### src/umc_defs.svh
// Offsets, field positions and reset values of the modem control lines block.
`ifndef UMC_DEFS_SVH
`define UMC_DEFS_SVH
`define UMC_ADDR_W 3
`define UMC_OFF_MCR 3'h0
`define UMC_OFF_MSR 3'h1
`define UMC_OFF_IMASK 3'h2
`define UMC_OFF_ISTAT 3'h3
`define UMC_OFF_PMODE 3'h4
`define UMC_MCR_TREADY 0
`define UMC_MCR_LOOP 4
`define UMC_MSR_DSETC 1
`define UMC_MSR_RING_TE 2
`define UMC_MSR_CARRC 3
`define UMC_MSR_DSET 5
`define UMC_MSR_RING 6
`define UMC_MSR_CARR 7
`define UMC_IST_DSET 0
`define UMC_IST_RING 1
`define UMC_IST_CARR 2
`define UMC_MCR_RST 8'h00
`define UMC_IMASK_RST 3'h0
`define UMC_PMODE_RST 2'h0
`define UMC_PIN_IDLE 4'hF
`define UMC_ZERO8 8'h00
`define UMC_LINES 3
`define UMC_FLAGS_RST 4'h0
`define UMC_IST_RST 3'h0
`define UMC_PREV_RST 3'h7
`define UMC_OE_UART 4'hD
`define UMC_MSR_RSVD_LO 0
`define UMC_MSR_RSVD_HI 4
`endif

### src/umc_pkg.sv
// Types shared by the modem control lines block.
package umc_pkg;
  typedef enum logic [1:0] {
    UMC_MODE_GPIO = 2'b00,
    UMC_MODE_HDLC = 2'b01,
    UMC_MODE_UART = 2'b10,
    UMC_MODE_RSVD = 2'b11
  } umc_mode_t;
endpackage : umc_pkg

### src/umc_modem_lines.sv
// Modem handshake lines of the UART on the multifunction four-pin port.
// Functional notes
// - Status bit 5 reads as the inverse of the active-low data-set-ready pin in mode 2, and as zero in the other modes.
// - Status bit 1 is set whenever data-set-ready changed level since the last status read.
// - Control bit 0 at one drives terminal-ready low, at zero leaves it high.
// - Reset forces terminal-ready to its inactive high level.
// - In loopback mode terminal-ready is held inactive whatever control bit 0 says.
// - Status bit 6 reads as the inverse of the active-low ring-indicator pin in mode 2, and as zero in the other modes.
// - Status bit 2 is set when ring-indicator went low to high since the last status read.
// - A modem-status interrupt is raised when the ring status bit falls, if enabled.
// - Status bit 7 reads as the inverse of the active-low carrier-detect pin in mode 2, and as zero in the other modes.
// - Status bit 3 is set whenever carrier-detect changed level since the last status read.
// - Carrier-detect is only reported and never steers the serial receiver.
// - A change of the data-set-ready or carrier status bit raises an enabled interrupt.
// - The port pins carry the modem lines only in mode 2, and mode 0 holds after reset.
`timescale 1ns/10ps
`include "umc_defs.svh"
module umc_modem_lines (
  input wire logic clk,
  input wire logic rst,
  input wire logic [`UMC_ADDR_W-1:0] addr,
  input wire logic [7:0] wdata,
  input wire logic wr_stb,
  input wire logic rd_stb,
  output logic [7:0] rdata,
  output logic irq,
  output logic uart_loopback,
  output umc_pkg::umc_mode_t port_mode,
  input wire logic [3:0] port_in,
  output logic [3:0] port_out,
  output logic [3:0] port_oe_n
);
  import umc_pkg::*;

  //////////////////////////////////////////////////////////////////////////////
  logic [7:0] mcr_reg;
  logic [7:0] mcr_next;
  logic [2:0] imask_reg;
  umc_mode_t mode_reg;
  logic [3:0] flags_reg;
  logic [3:0] flags_next;
  logic [2:0] ist_reg;
  logic [2:0] ist_next;
  logic [2:0] pin_prev_reg;
  logic [7:0] rdata_reg;
  logic [7:0] rdata_next;

  wire uart_mode = (mode_reg == UMC_MODE_UART);
  // Outside UART mode the modem inputs read as idle high, so no status changes appear after the first cycle out of UART mode.
  wire dset_n = uart_mode ? port_in[0] : 1'b1;
  wire ring_n = uart_mode ? port_in[2] : 1'b1;
  wire carr_n = uart_mode ? port_in[3] : 1'b1;
  wire [2:0] pins_n = {carr_n, ring_n, dset_n};
  wire [`UMC_LINES-1:0] line_chg;
  genvar gi;
  generate
    for (gi = 0; gi < `UMC_LINES; gi++) begin : g_line
      assign line_chg[gi] = pins_n[gi] != pin_prev_reg[gi];
    end
  endgenerate
  wire dset_chg = line_chg[`UMC_IST_DSET];
  wire carr_chg = line_chg[`UMC_IST_CARR];
  // A change that leaves the ring line high is its trailing edge.
  wire ring_rise = ring_n & line_chg[`UMC_IST_RING];
  wire ring_fall_bit = ring_rise;
  wire wr_mcr = wr_stb && addr == `UMC_OFF_MCR;
  wire wr_imask = wr_stb && addr == `UMC_OFF_IMASK;
  wire wr_ist = wr_stb && addr == `UMC_OFF_ISTAT;
  wire wr_mode = wr_stb && addr == `UMC_OFF_PMODE;
  wire rd_msr = rd_stb && addr == `UMC_OFF_MSR;
  wire [7:0] msr_val = {~carr_n, ~ring_n, ~dset_n, 1'b0, flags_reg[2:0], 1'b0};
  wire [2:0] ev = {carr_chg, ring_fall_bit, dset_chg};
  wire tready_n = ~(mcr_reg[`UMC_MCR_TREADY] & ~mcr_reg[`UMC_MCR_LOOP]);

  //////////////////////////////////////////////////////////////////////////////
  // A new change seen in the read cycle survives the clear, so no event is lost.
  always_comb begin
    flags_next = rd_msr ? `UMC_FLAGS_RST : flags_reg;
    flags_next[`UMC_MSR_DSETC - 1] = flags_next[`UMC_MSR_DSETC - 1] | dset_chg;
    flags_next[`UMC_MSR_RING_TE - 1] = flags_next[`UMC_MSR_RING_TE - 1] | ring_rise;
    flags_next[`UMC_MSR_CARRC - 1] = flags_next[`UMC_MSR_CARRC - 1] | carr_chg;
    flags_next[3] = 1'b0;
  end

  // Sticky status, write one to clear; a set in the same cycle wins.
  assign ist_next = (ist_reg & ~(wr_ist ? wdata[2:0] : 3'h0)) | ev;
  assign mcr_next = wr_mcr ? wdata : mcr_reg;

  always_comb begin
    unique case (addr)
      `UMC_OFF_MCR: rdata_next = mcr_reg;
      `UMC_OFF_MSR: rdata_next = msr_val;
      `UMC_OFF_IMASK: rdata_next = {5'h00, imask_reg};
      `UMC_OFF_ISTAT: rdata_next = {5'h00, ist_reg};
      `UMC_OFF_PMODE: rdata_next = {6'h00, mode_reg};
      default: rdata_next = `UMC_ZERO8;
    endcase
    if (!rd_stb) begin
      rdata_next = `UMC_ZERO8;
    end
  end

  //////////////////////////////////////////////////////////////////////////////
  always_ff @(posedge clk or posedge rst) begin
    if (rst) begin
      mcr_reg <= `UMC_MCR_RST;
    end else begin
      mcr_reg <= mcr_next;
    end
  end

  always_ff @(posedge clk or posedge rst) begin
    if (rst) begin
      imask_reg <= `UMC_IMASK_RST;
    end else begin
      imask_reg <= wr_imask ? wdata[`UMC_IST_CARR:0] : imask_reg;
    end
  end

  always_ff @(posedge clk or posedge rst) begin
    if (rst) begin
      mode_reg <= UMC_MODE_GPIO;
    end else begin
      mode_reg <= wr_mode ? umc_mode_t'(wdata[1:0]) : mode_reg;
    end
  end

  always_ff @(posedge clk or posedge rst) begin
    if (rst) begin
      flags_reg <= `UMC_FLAGS_RST;
    end else begin
      flags_reg <= flags_next;
    end
  end

  always_ff @(posedge clk or posedge rst) begin
    if (rst) begin
      ist_reg <= `UMC_IST_RST;
    end else begin
      ist_reg <= ist_next;
    end
  end

  // Reset to the idle high level, so no false change follows reset.
  always_ff @(posedge clk or posedge rst) begin
    if (rst) begin
      pin_prev_reg <= `UMC_PREV_RST;
    end else begin
      pin_prev_reg <= pins_n;
    end
  end

  always_ff @(posedge clk or posedge rst) begin
    if (rst) begin
      rdata_reg <= `UMC_ZERO8;
    end else begin
      rdata_reg <= rdata_next;
    end
  end

  //////////////////////////////////////////////////////////////////////////////
  // Carrier-detect leaves the chip only as status; the receiver has no input from it.
  assign rdata = rdata_reg;
  assign irq = |(ist_reg & imask_reg);
  assign uart_loopback = mcr_reg[`UMC_MCR_LOOP];
  assign port_mode = mode_reg;
  // Only line 1 is driven, and only in UART mode; the rest stay inputs.
  assign port_out = {2'b11, tready_n, 1'b1};
  assign port_oe_n = uart_mode ? `UMC_OE_UART : `UMC_PIN_IDLE;

  //////////////////////////////////////////////////////////////////////////////
  AST_DSET_INV: assert property (
    @(posedge clk) disable iff (rst) rd_msr |=> rdata[`UMC_MSR_DSET] == ~$past(dset_n))
    else $error("Data-set-ready status not inverse of pin.");

  AST_RING_INV: assert property (
    @(posedge clk) disable iff (rst) rd_msr |=> rdata[`UMC_MSR_RING] == ~$past(ring_n))
    else $error("Ring status not inverse of pin.");

  AST_CARR_INV: assert property (
    @(posedge clk) disable iff (rst) rd_msr |=> rdata[`UMC_MSR_CARR] == ~$past(carr_n))
    else $error("Carrier status not inverse of pin.");

  AST_DSET_CHG: assert property (
    @(posedge clk) disable iff (rst)
    uart_mode && $changed(port_in[0]) && $past(uart_mode) |=> flags_reg[0])
    else $error("Data-set-ready change not flagged.");

  AST_RING_TE: assert property (
    @(posedge clk) disable iff (rst)
    uart_mode && $rose(port_in[2]) && $past(uart_mode) |=> flags_reg[1])
    else $error("Ring trailing edge not flagged.");

  AST_CARR_CHG: assert property (
    @(posedge clk) disable iff (rst)
    uart_mode && $changed(port_in[3]) && $past(uart_mode) |=> flags_reg[2])
    else $error("Carrier change not flagged.");

  AST_DSET_HOLD: assert property (
    @(posedge clk) disable iff (rst) flags_reg[0] && !rd_msr |=> flags_reg[0])
    else $error("Data-set-ready change flag lost before a read.");

  AST_RING_HOLD: assert property (
    @(posedge clk) disable iff (rst) flags_reg[1] && !rd_msr |=> flags_reg[1])
    else $error("Ring trailing-edge flag lost before a read.");

  AST_CARR_HOLD: assert property (
    @(posedge clk) disable iff (rst) flags_reg[2] && !rd_msr |=> flags_reg[2])
    else $error("Carrier change flag lost before a read.");

  AST_TREADY: assert property (
    @(posedge clk) disable iff (rst)
    mcr_reg[`UMC_MCR_TREADY] && !uart_loopback |-> !port_out[1])
    else $error("Terminal-ready not driven active.");

  AST_TREADY_OFF: assert property (
    @(posedge clk) disable iff (rst) !mcr_reg[`UMC_MCR_TREADY] |-> port_out[1])
    else $error("Terminal-ready active with control bit clear.");

  AST_RST_TREADY: assert property (
    @(posedge clk) rst ##1 rst |-> port_out[1] && port_oe_n == `UMC_PIN_IDLE)
    else $error("Terminal-ready not inactive in reset.");

  AST_LOOP: assert property (
    @(posedge clk) disable iff (rst) wr_mcr && wdata[`UMC_MCR_LOOP] |=> port_out[1])
    else $error("Terminal-ready active in loopback.");

  AST_LOOP_HOLD: assert property (
    @(posedge clk) disable iff (rst) uart_loopback |-> port_out[1])
    else $error("Terminal-ready active while loopback is set.");

  AST_RD_CLR: assert property (
    @(posedge clk) disable iff (rst)
    rd_msr && !dset_chg && !ring_rise && !carr_chg |=> flags_reg == `UMC_FLAGS_RST)
    else $error("Status read did not clear flags.");

  AST_MSR_RSVD: assert property (
    @(posedge clk) disable iff (rst)
    rd_msr |=> !rdata[`UMC_MSR_RSVD_LO] && !rdata[`UMC_MSR_RSVD_HI])
    else $error("Unused status bits not zero.");

  AST_RDATA_IDLE: assert property (
    @(posedge clk) disable iff (rst) !rd_stb |=> rdata == `UMC_ZERO8)
    else $error("Read data not zero outside a read.");

  AST_UNMAPPED: assert property (
    @(posedge clk) disable iff (rst) rd_stb && addr > `UMC_OFF_PMODE |=> rdata == `UMC_ZERO8)
    else $error("Unmapped address read not zero.");

  AST_WR_MCR: assert property (
    @(posedge clk) disable iff (rst) wr_mcr |=> mcr_reg == $past(wdata))
    else $error("Control register write lost.");

  AST_IRQ: assert property (
    @(posedge clk) disable iff (rst) ev[1] && imask_reg[1] && !wr_imask |=> irq)
    else $error("Ring interrupt not raised.");

  AST_IRQ_CHG: assert property (
    @(posedge clk) disable iff (rst)
    (ev[0] || ev[2]) && imask_reg[0] && imask_reg[2] && !wr_imask |=> irq)
    else $error("Change interrupt not raised.");

  AST_IRQ_LOW: assert property (
    @(posedge clk) disable iff (rst) imask_reg == `UMC_IMASK_RST |-> !irq)
    else $error("Interrupt raised with all sources masked.");

  AST_IST_STICKY: assert property (
    @(posedge clk) disable iff (rst) !wr_ist |=> (ist_reg & $past(ist_reg)) == $past(ist_reg))
    else $error("Interrupt status bit lost without a clear.");

  AST_MODE: assert property (
    @(posedge clk) disable iff (rst) !uart_mode |-> port_oe_n == `UMC_PIN_IDLE)
    else $error("Port driven outside UART mode.");

  AST_OE_UART: assert property (
    @(posedge clk) disable iff (rst) uart_mode |-> port_oe_n == `UMC_OE_UART)
    else $error("Terminal-ready line not driven in UART mode.");

  AST_GPIO_QUIET: assert property (
    @(posedge clk) disable iff (rst)
    !uart_mode && !$past(uart_mode) |-> !dset_chg && !ring_rise && !carr_chg)
    else $error("Modem event seen outside UART mode.");

  COV_RING: cover property (@(posedge clk) disable iff (rst) ring_rise ##1 rd_msr);
  COV_IRQ: cover property (@(posedge clk) disable iff (rst) $rose(irq));
  COV_LOOP: cover property (@(posedge clk) disable iff (rst) mcr_reg[0] && mcr_reg[4]);
  COV_SET_CLR: cover property (@(posedge clk) disable iff (rst) rd_msr && dset_chg);
endmodule : umc_modem_lines

### config.mk
export PLATFORM = sky130hd
export DESIGN_NAME = umc_modem_lines
export DESIGN_NICKNAME = d
export VERILOG_FILES = /design/src/umc_pkg.sv /design/src/umc_modem_lines.sv
export VERILOG_INCLUDE_DIRS = /design/src
export SDC_FILE = /design/constraint.sdc
export NUM_CORES = 1
export LEC_CHECK = 0
export ABC_AREA = 1
export BUFFER_PORTS_ARGS = -buffer_cell sky130_fd_sc_hd__buf_2
export CORE_ASPECT_RATIO = 0.75
export CORE_MARGIN = 4
export CORE_UTILIZATION = 45
export DETAILED_ROUTE_END_ITERATION = 12
export PLACE_DENSITY = 0.71
export SYNTH_ARGS = -nofsm -noshare
export SYNTH_HDL_FRONTEND = slang
export SYNTH_SLANG_ARGS = --single-unit
export TNS_END_PERCENT = 100
### constraint.sdc
create_clock -name clk -period 1.2 [get_ports clk]
set_input_delay 0.24 -clock clk [delete_from_list [all_inputs] [get_ports clk]]
set_output_delay 0.24 -clock clk [all_outputs]
set_load 0.02 [all_outputs]
Yosys cells after proc, flatten, opt, wreduce, memory -nomap -nowiden
Cells that the tools add are included.

operators by class
  add/subtract/negate cells = 0
  multiply operators = 0
  divide/modulo/power cells = 0
  $lt $le $gt $ge = 0
  equality and inequality tests = 8
  shifts and indexed selects = 0
  muxes and demuxes = 8
  bitwise operators = 14
  reduce and logical (&&, ||, !) cells = 7

operator list
  cell                                                  count
  case mux 8 bit (5 select lines)                       1
  2-to-1 mux 8 bit                                      1
  AND 3 bit                                             2
  equality test 3 x 2 -> 1 bit (second input constant)  2
  2-to-1 mux 3 bit                                      2
  logical AND 1 bit                                     5
  NOT 1 bit                                             5
  equality test 3 x 1 -> 1 bit (second input constant)  1
  equality test 3 bit (second input constant)           1
  logical NOT 3 bit                                     1
  2-to-1 mux 1 bit                                      3
  inequality test 1 bit                                 3
  NOT 3 bit                                             1
  bitwise OR 1 bit                                      3
  bitwise OR 3 bit                                      1
  OR reduction 3 bit                                    1
  AND 1 bit                                             2
  equality test 2 bit (second input constant)           1
  2-to-1 mux 2 bit                                      1

storage, ports and cells
  bits in registers = 30
  latch bits = 0
  bits in writable memories = 0
  bits in read-only memories = 0
  input port bits = 19
  word-level logic and storage cells = 44
  memories = 0

Longest topological paths before layout
  depth in word-level cells = 6
  gate-level depth with buffers = 8

Worst setup path after synthesis
OpenSTA, ideal clock, no wires.

  path kind = reg2reg
  from = register mode_reg[0], in the netlist port_mode[0]
  to = register flags_reg[1]
  library setup time = 0.083 ns
  arrival time = 1.170 ns
  data required time = 1.117 ns
  slack = -0.053 ns
  stages on the path, launching flop included = 6
  path through = dfrtp_1 > inv_1 > nand2_1 > nor2_1 > or2_2 > o21ai_0

between the ends
  longest elaborated chain between the ends = 5

RTL lines
  item                     line                    RTL
  start, declared          umc_modem_lines.sv:39   umc_mode_t mode_reg;
  start signal, assigned   umc_modem_lines.sv:124  mode_reg <= wr_mode ? umc_mode_t'(wdata[1:0]) : mode_reg;
  equality test 2 bit (*)  umc_modem_lines.sv:48   wire uart_mode = (mode_reg == UMC_MODE_UART);
  2-to-1 mux 1 bit (*)     umc_modem_lines.sv:51   wire ring_n = uart_mode ? port_in[2] : 1'b1;
  inequality test 1 bit    umc_modem_lines.sv:58   assign line_chg[gi] = pins_n[gi] != pin_prev_reg[gi];
  AND 1 bit (*)            umc_modem_lines.sv:64   wire ring_rise = ring_n & line_chg[`UMC_IST_RING];
  bitwise OR 1 bit (*)     umc_modem_lines.sv:80   flags_next[`UMC_MSR_RING_TE - 1] = flags_next[`UMC_MSR_RING_TE - 1] | ring_rise;
  net flags_next[1]        umc_modem_lines.sv:41   logic [3:0] flags_next;
  end signal, assigned     umc_modem_lines.sv:130  flags_reg <= `UMC_FLAGS_RST;
  end signal, assigned     umc_modem_lines.sv:132  flags_reg <= flags_next;
  end, declared            umc_modem_lines.sv:40   logic [3:0] flags_reg;

The timed path passes the listed nets; every way through them passes the cells marked *.
A chain may end at the register's enable or synchronous reset.

Final worst setup path
  from = register mode_reg[0], in the netlist port_mode[0]
  to = output port_mode[0]

RTL lines
  item           line                   RTL
  end, declared  umc_modem_lines.sv:28  output umc_pkg::umc_mode_t port_mode,

No word-level cell between the ends.

==> impl_summary.log <==
[metrics] run status: complete, but fails checks
[metrics] violations in the final reports: negative setup slack
[metrics] GP Congestion: 0.9053
[metrics] hold violation total from the final report: 0
[metrics] gate count after technology mapping: 154
[metrics] core outline area: 2743 um2
[metrics] Detailed Routing Iterations Pass 1: 4
[metrics] antenna violations before repair: 0
[metrics] met2 Track Usage GR: 26.31%
[metrics] endpoint class of the critical path: output pin
[metrics] fraction of final layout cells with drive strength greater than 1: 35.00%
[metrics] routed vias/inst: 4.966
[metrics] area of the mapped netlist: 1360 um2
[metrics] ANT nets after route: 0
[metrics] final setup margin: -12.91 ps
[metrics] detailed placer's ending HPWL: 2271 um
[metrics] MaxCap Viol Count: 0
[metrics] GRT Util Overall: 16.68%
[metrics] pin count of the biggest net entering global routing: 31
[metrics] clock transition at the registers of the reported paths: 70 ps
[metrics] gr busiest metal: met2
[metrics] vias: 1172
[metrics] DRC violations left: 0
[metrics] area enclosed by the die boundary: 3975 um2
[metrics] source-to-sink clock delay at the later pin of the worst-skew pair: 280 ps
[metrics] required time of the critical path: 960 ps
[metrics] number of global-route vias before repair: 1136
[metrics] depth of the CTS H-tree: 2
[metrics] met1 layer usage reported by global route: 20.83%
[metrics] Starting DRT DRC Count: 59
[metrics] post-detailed-route wirelength per cell: 13.35 um
[metrics] post-route fraction of the period consumed by the critical path: 101.1%
[metrics] Critical Path Source Type: flop
[metrics] Total Wirelength: 3150 um
[metrics] commonest cells after routing, fill and taps aside: 36 x nand2_1, 26 x buf_2, 25 x dfrtp_1, 14 x o21ai_0, 11 x buf_4
[metrics] sequential-to-total area share from yosys stat: 55.47%
[metrics] leading cell type in the layout, fill and taps excluded: nand2_1
[metrics] nets: 218
[metrics] Hold/Removal Path Class: in2async
[metrics] PortBufs: 31
[metrics] Max clock buf depth: 2
[metrics] hold_ws: 21.69 ps
[metrics] count of unique library cells instantiated by Yosys: 26
[metrics] peak supply drop: 997.3 uV
[metrics] met3 Track Usage GR: 5.235%
[metrics] post-synthesis average cell area: 8.832 um2
[metrics] Synth Register Bits: 30
[metrics] total leakage power: 0.9164 nW
[metrics] Clock Tree Root: clkbuf_8
[metrics] number of buffers inserted during clock tree synthesis: 5
[metrics] starting density of the core: 49.59%
[metrics] number of placement rows: 16
[metrics] critical path start-end classification: reg2out
[metrics] area overhead of the layout relative to synthesis: 30.17%
[metrics] number of hold buffers added after CTS: 0
[metrics] y dimension of the die: 55.61 um
[metrics] max-slew violation count: 0
[metrics] total negative slack for setup checks: -21.20 ps
[metrics] Die Wd: 71.48 um
[metrics] power density over cell area: 1697 nW/um2
[metrics] number of sinks on the clock net: 30
[metrics] achievable frequency: 824.5 MHz
[metrics] yosys synthesis warning count: 0
[metrics] CTS tree: done
[metrics] IO Count: 39
[metrics] worst clock skew: 8.243 ps
[metrics] unrepaired setup endpoints after global routing: yes
[metrics] diodes inserted: 0
[metrics] overflow left after global routing: 0
[metrics] WP data arrival: 970 ps
[metrics] number of endpoints failing setup at the final stage: 3
[metrics] first-pass GRT wire length: 5140 um
[metrics] Max FO, Critical Path: 3
[metrics] shortest period the worst path allows: 1213 ps
[metrics] Total Power: 0.003005 W
[per-stage QoR]
step / util, % / worst slack [ps] / instance area (um2) / cells
CTS: 63.28 / -13.22 / 1735 / 235
global placement: 56.43 / -22.60 / 1548 / 222
floorplan: - / 56.20 / 1383 / 159
detailed placement: 56.43 / -70.45 / 1548 / 222
finish: 64.55 / -12.91 / 1770 / 236
global route: 64.55 / -39.22 / 1770 / 236
[cell usage after synthesis]
cell type / n / area [um2]
buf_4: 7 / 52.55
a21oi_1: 5 / 25.02
or2_0: 2 / 12.51
nor3_1: 1 / 5.000
nor2_1: 10 / 37.54
dfstp_2: 3 / 78.83
nor2_2: 1 / 6.260
dfrtp_1: 27 / 675.7
or2_2: 1 / 6.260
o31ai_1: 2 / 15.01
nand4_1: 3 / 18.77
nand3_1: 11 / 55.05
clkinv_1: 1 / 3.750
nor4_1: 1 / 6.260
inv_2: 3 / 11.26
conb_1: 1 / 3.750
buf_6: 2 / 22.52
nand3b_1: 2 / 15.01
buf_2: 1 / 5.000
nand3_2: 1 / 10.01
nor3_2: 1 / 10.01
xnor2_1: 2 / 17.52
nand2_1: 39 / 146.4
o21ai_0: 14 / 70.07
inv_1: 12 / 45.04
o21ai_1: 1 / 5.000
[final cells by class]
type | count | area [um2]
fill | 244 | 972.2
sequential | 30 | 757.0
multi-input combinational | 103 | 511.7
timing repair buffer | 43 | 280.3
clock buffer | 7 | 86.33
inverter | 16 | 60.06
tap | 36 | 45.04
clock inverter | 1 | 30.03
[kinds of logic after synthesis]
family | after synthesis | synth area share [%]
buffers and inverters | 26 | 10.30
AO/OA/AOI/OAI | 22 | 8.463
flip-flops | 30 | 55.47
AND/OR/NAND/NOR | 73 | 24.20
XOR/XNOR | 2 | 1.288
other | 1 | 0.2757
[critical path, stage by stage, from the launching register on]
cell     delay [ps]
dfrtp_2         410
buf_4           150
buf_6           120
[path summary, 6_finish.rpt]
| path | from | end | slack (ps) | cells past startpoint |
|---|---|---|---|---|
| setup / recovery | port_mode[0]$_DFFE_PP0P_ | port_mode[0] | -10 | 2 |
| hold / removal | rst | flags_reg[0]$_DFF_PP0_ | 20 | 3 |
| setup reg to reg | port_mode[1]$_DFFE_PP0P_ | rdata[1]$_DFF_PP0_ | 30 | 6 |
| hold reg to reg | mcr_reg[7]$_DFFE_PP0P_ | mcr_reg[7]$_DFFE_PP0P_ | 480 | 2 |
| max in group asynchronous | rst | pin_prev_reg[2]$_DFF_PP1_ | 860 | 3 |
| min in group clk | port_in[2] | pin_prev_reg[1]$_DFF_PP1_ | 180 | 3 |
[routing by layer]
metal	wire, um	vias to the layer above	share of wire [%]
met3	224	5	7.1
met1	1332	559	42
met5	0	-	0
met4	36	0	1.1
li1	-	572	-
met2	1556	36	49
[power breakdown]
| part | switching [W] | internal (W) | leakage [nW] |
|---|---|---|---|
| combinational | 0.000372 | 0.000297 | 0.497 |
| sequential | 0.0000960 | 0.00118 | 0.361 |
| clock | 0.000382 | 0.000676 | 0.0585 |
[repair_timing]
item                                    4_1_cts  5_1_grt
buffers inserted                              5        1
gates resized for setup                      11        8
endpoints found under the setup margin        4        9
(Power assumes the default switching activity.)
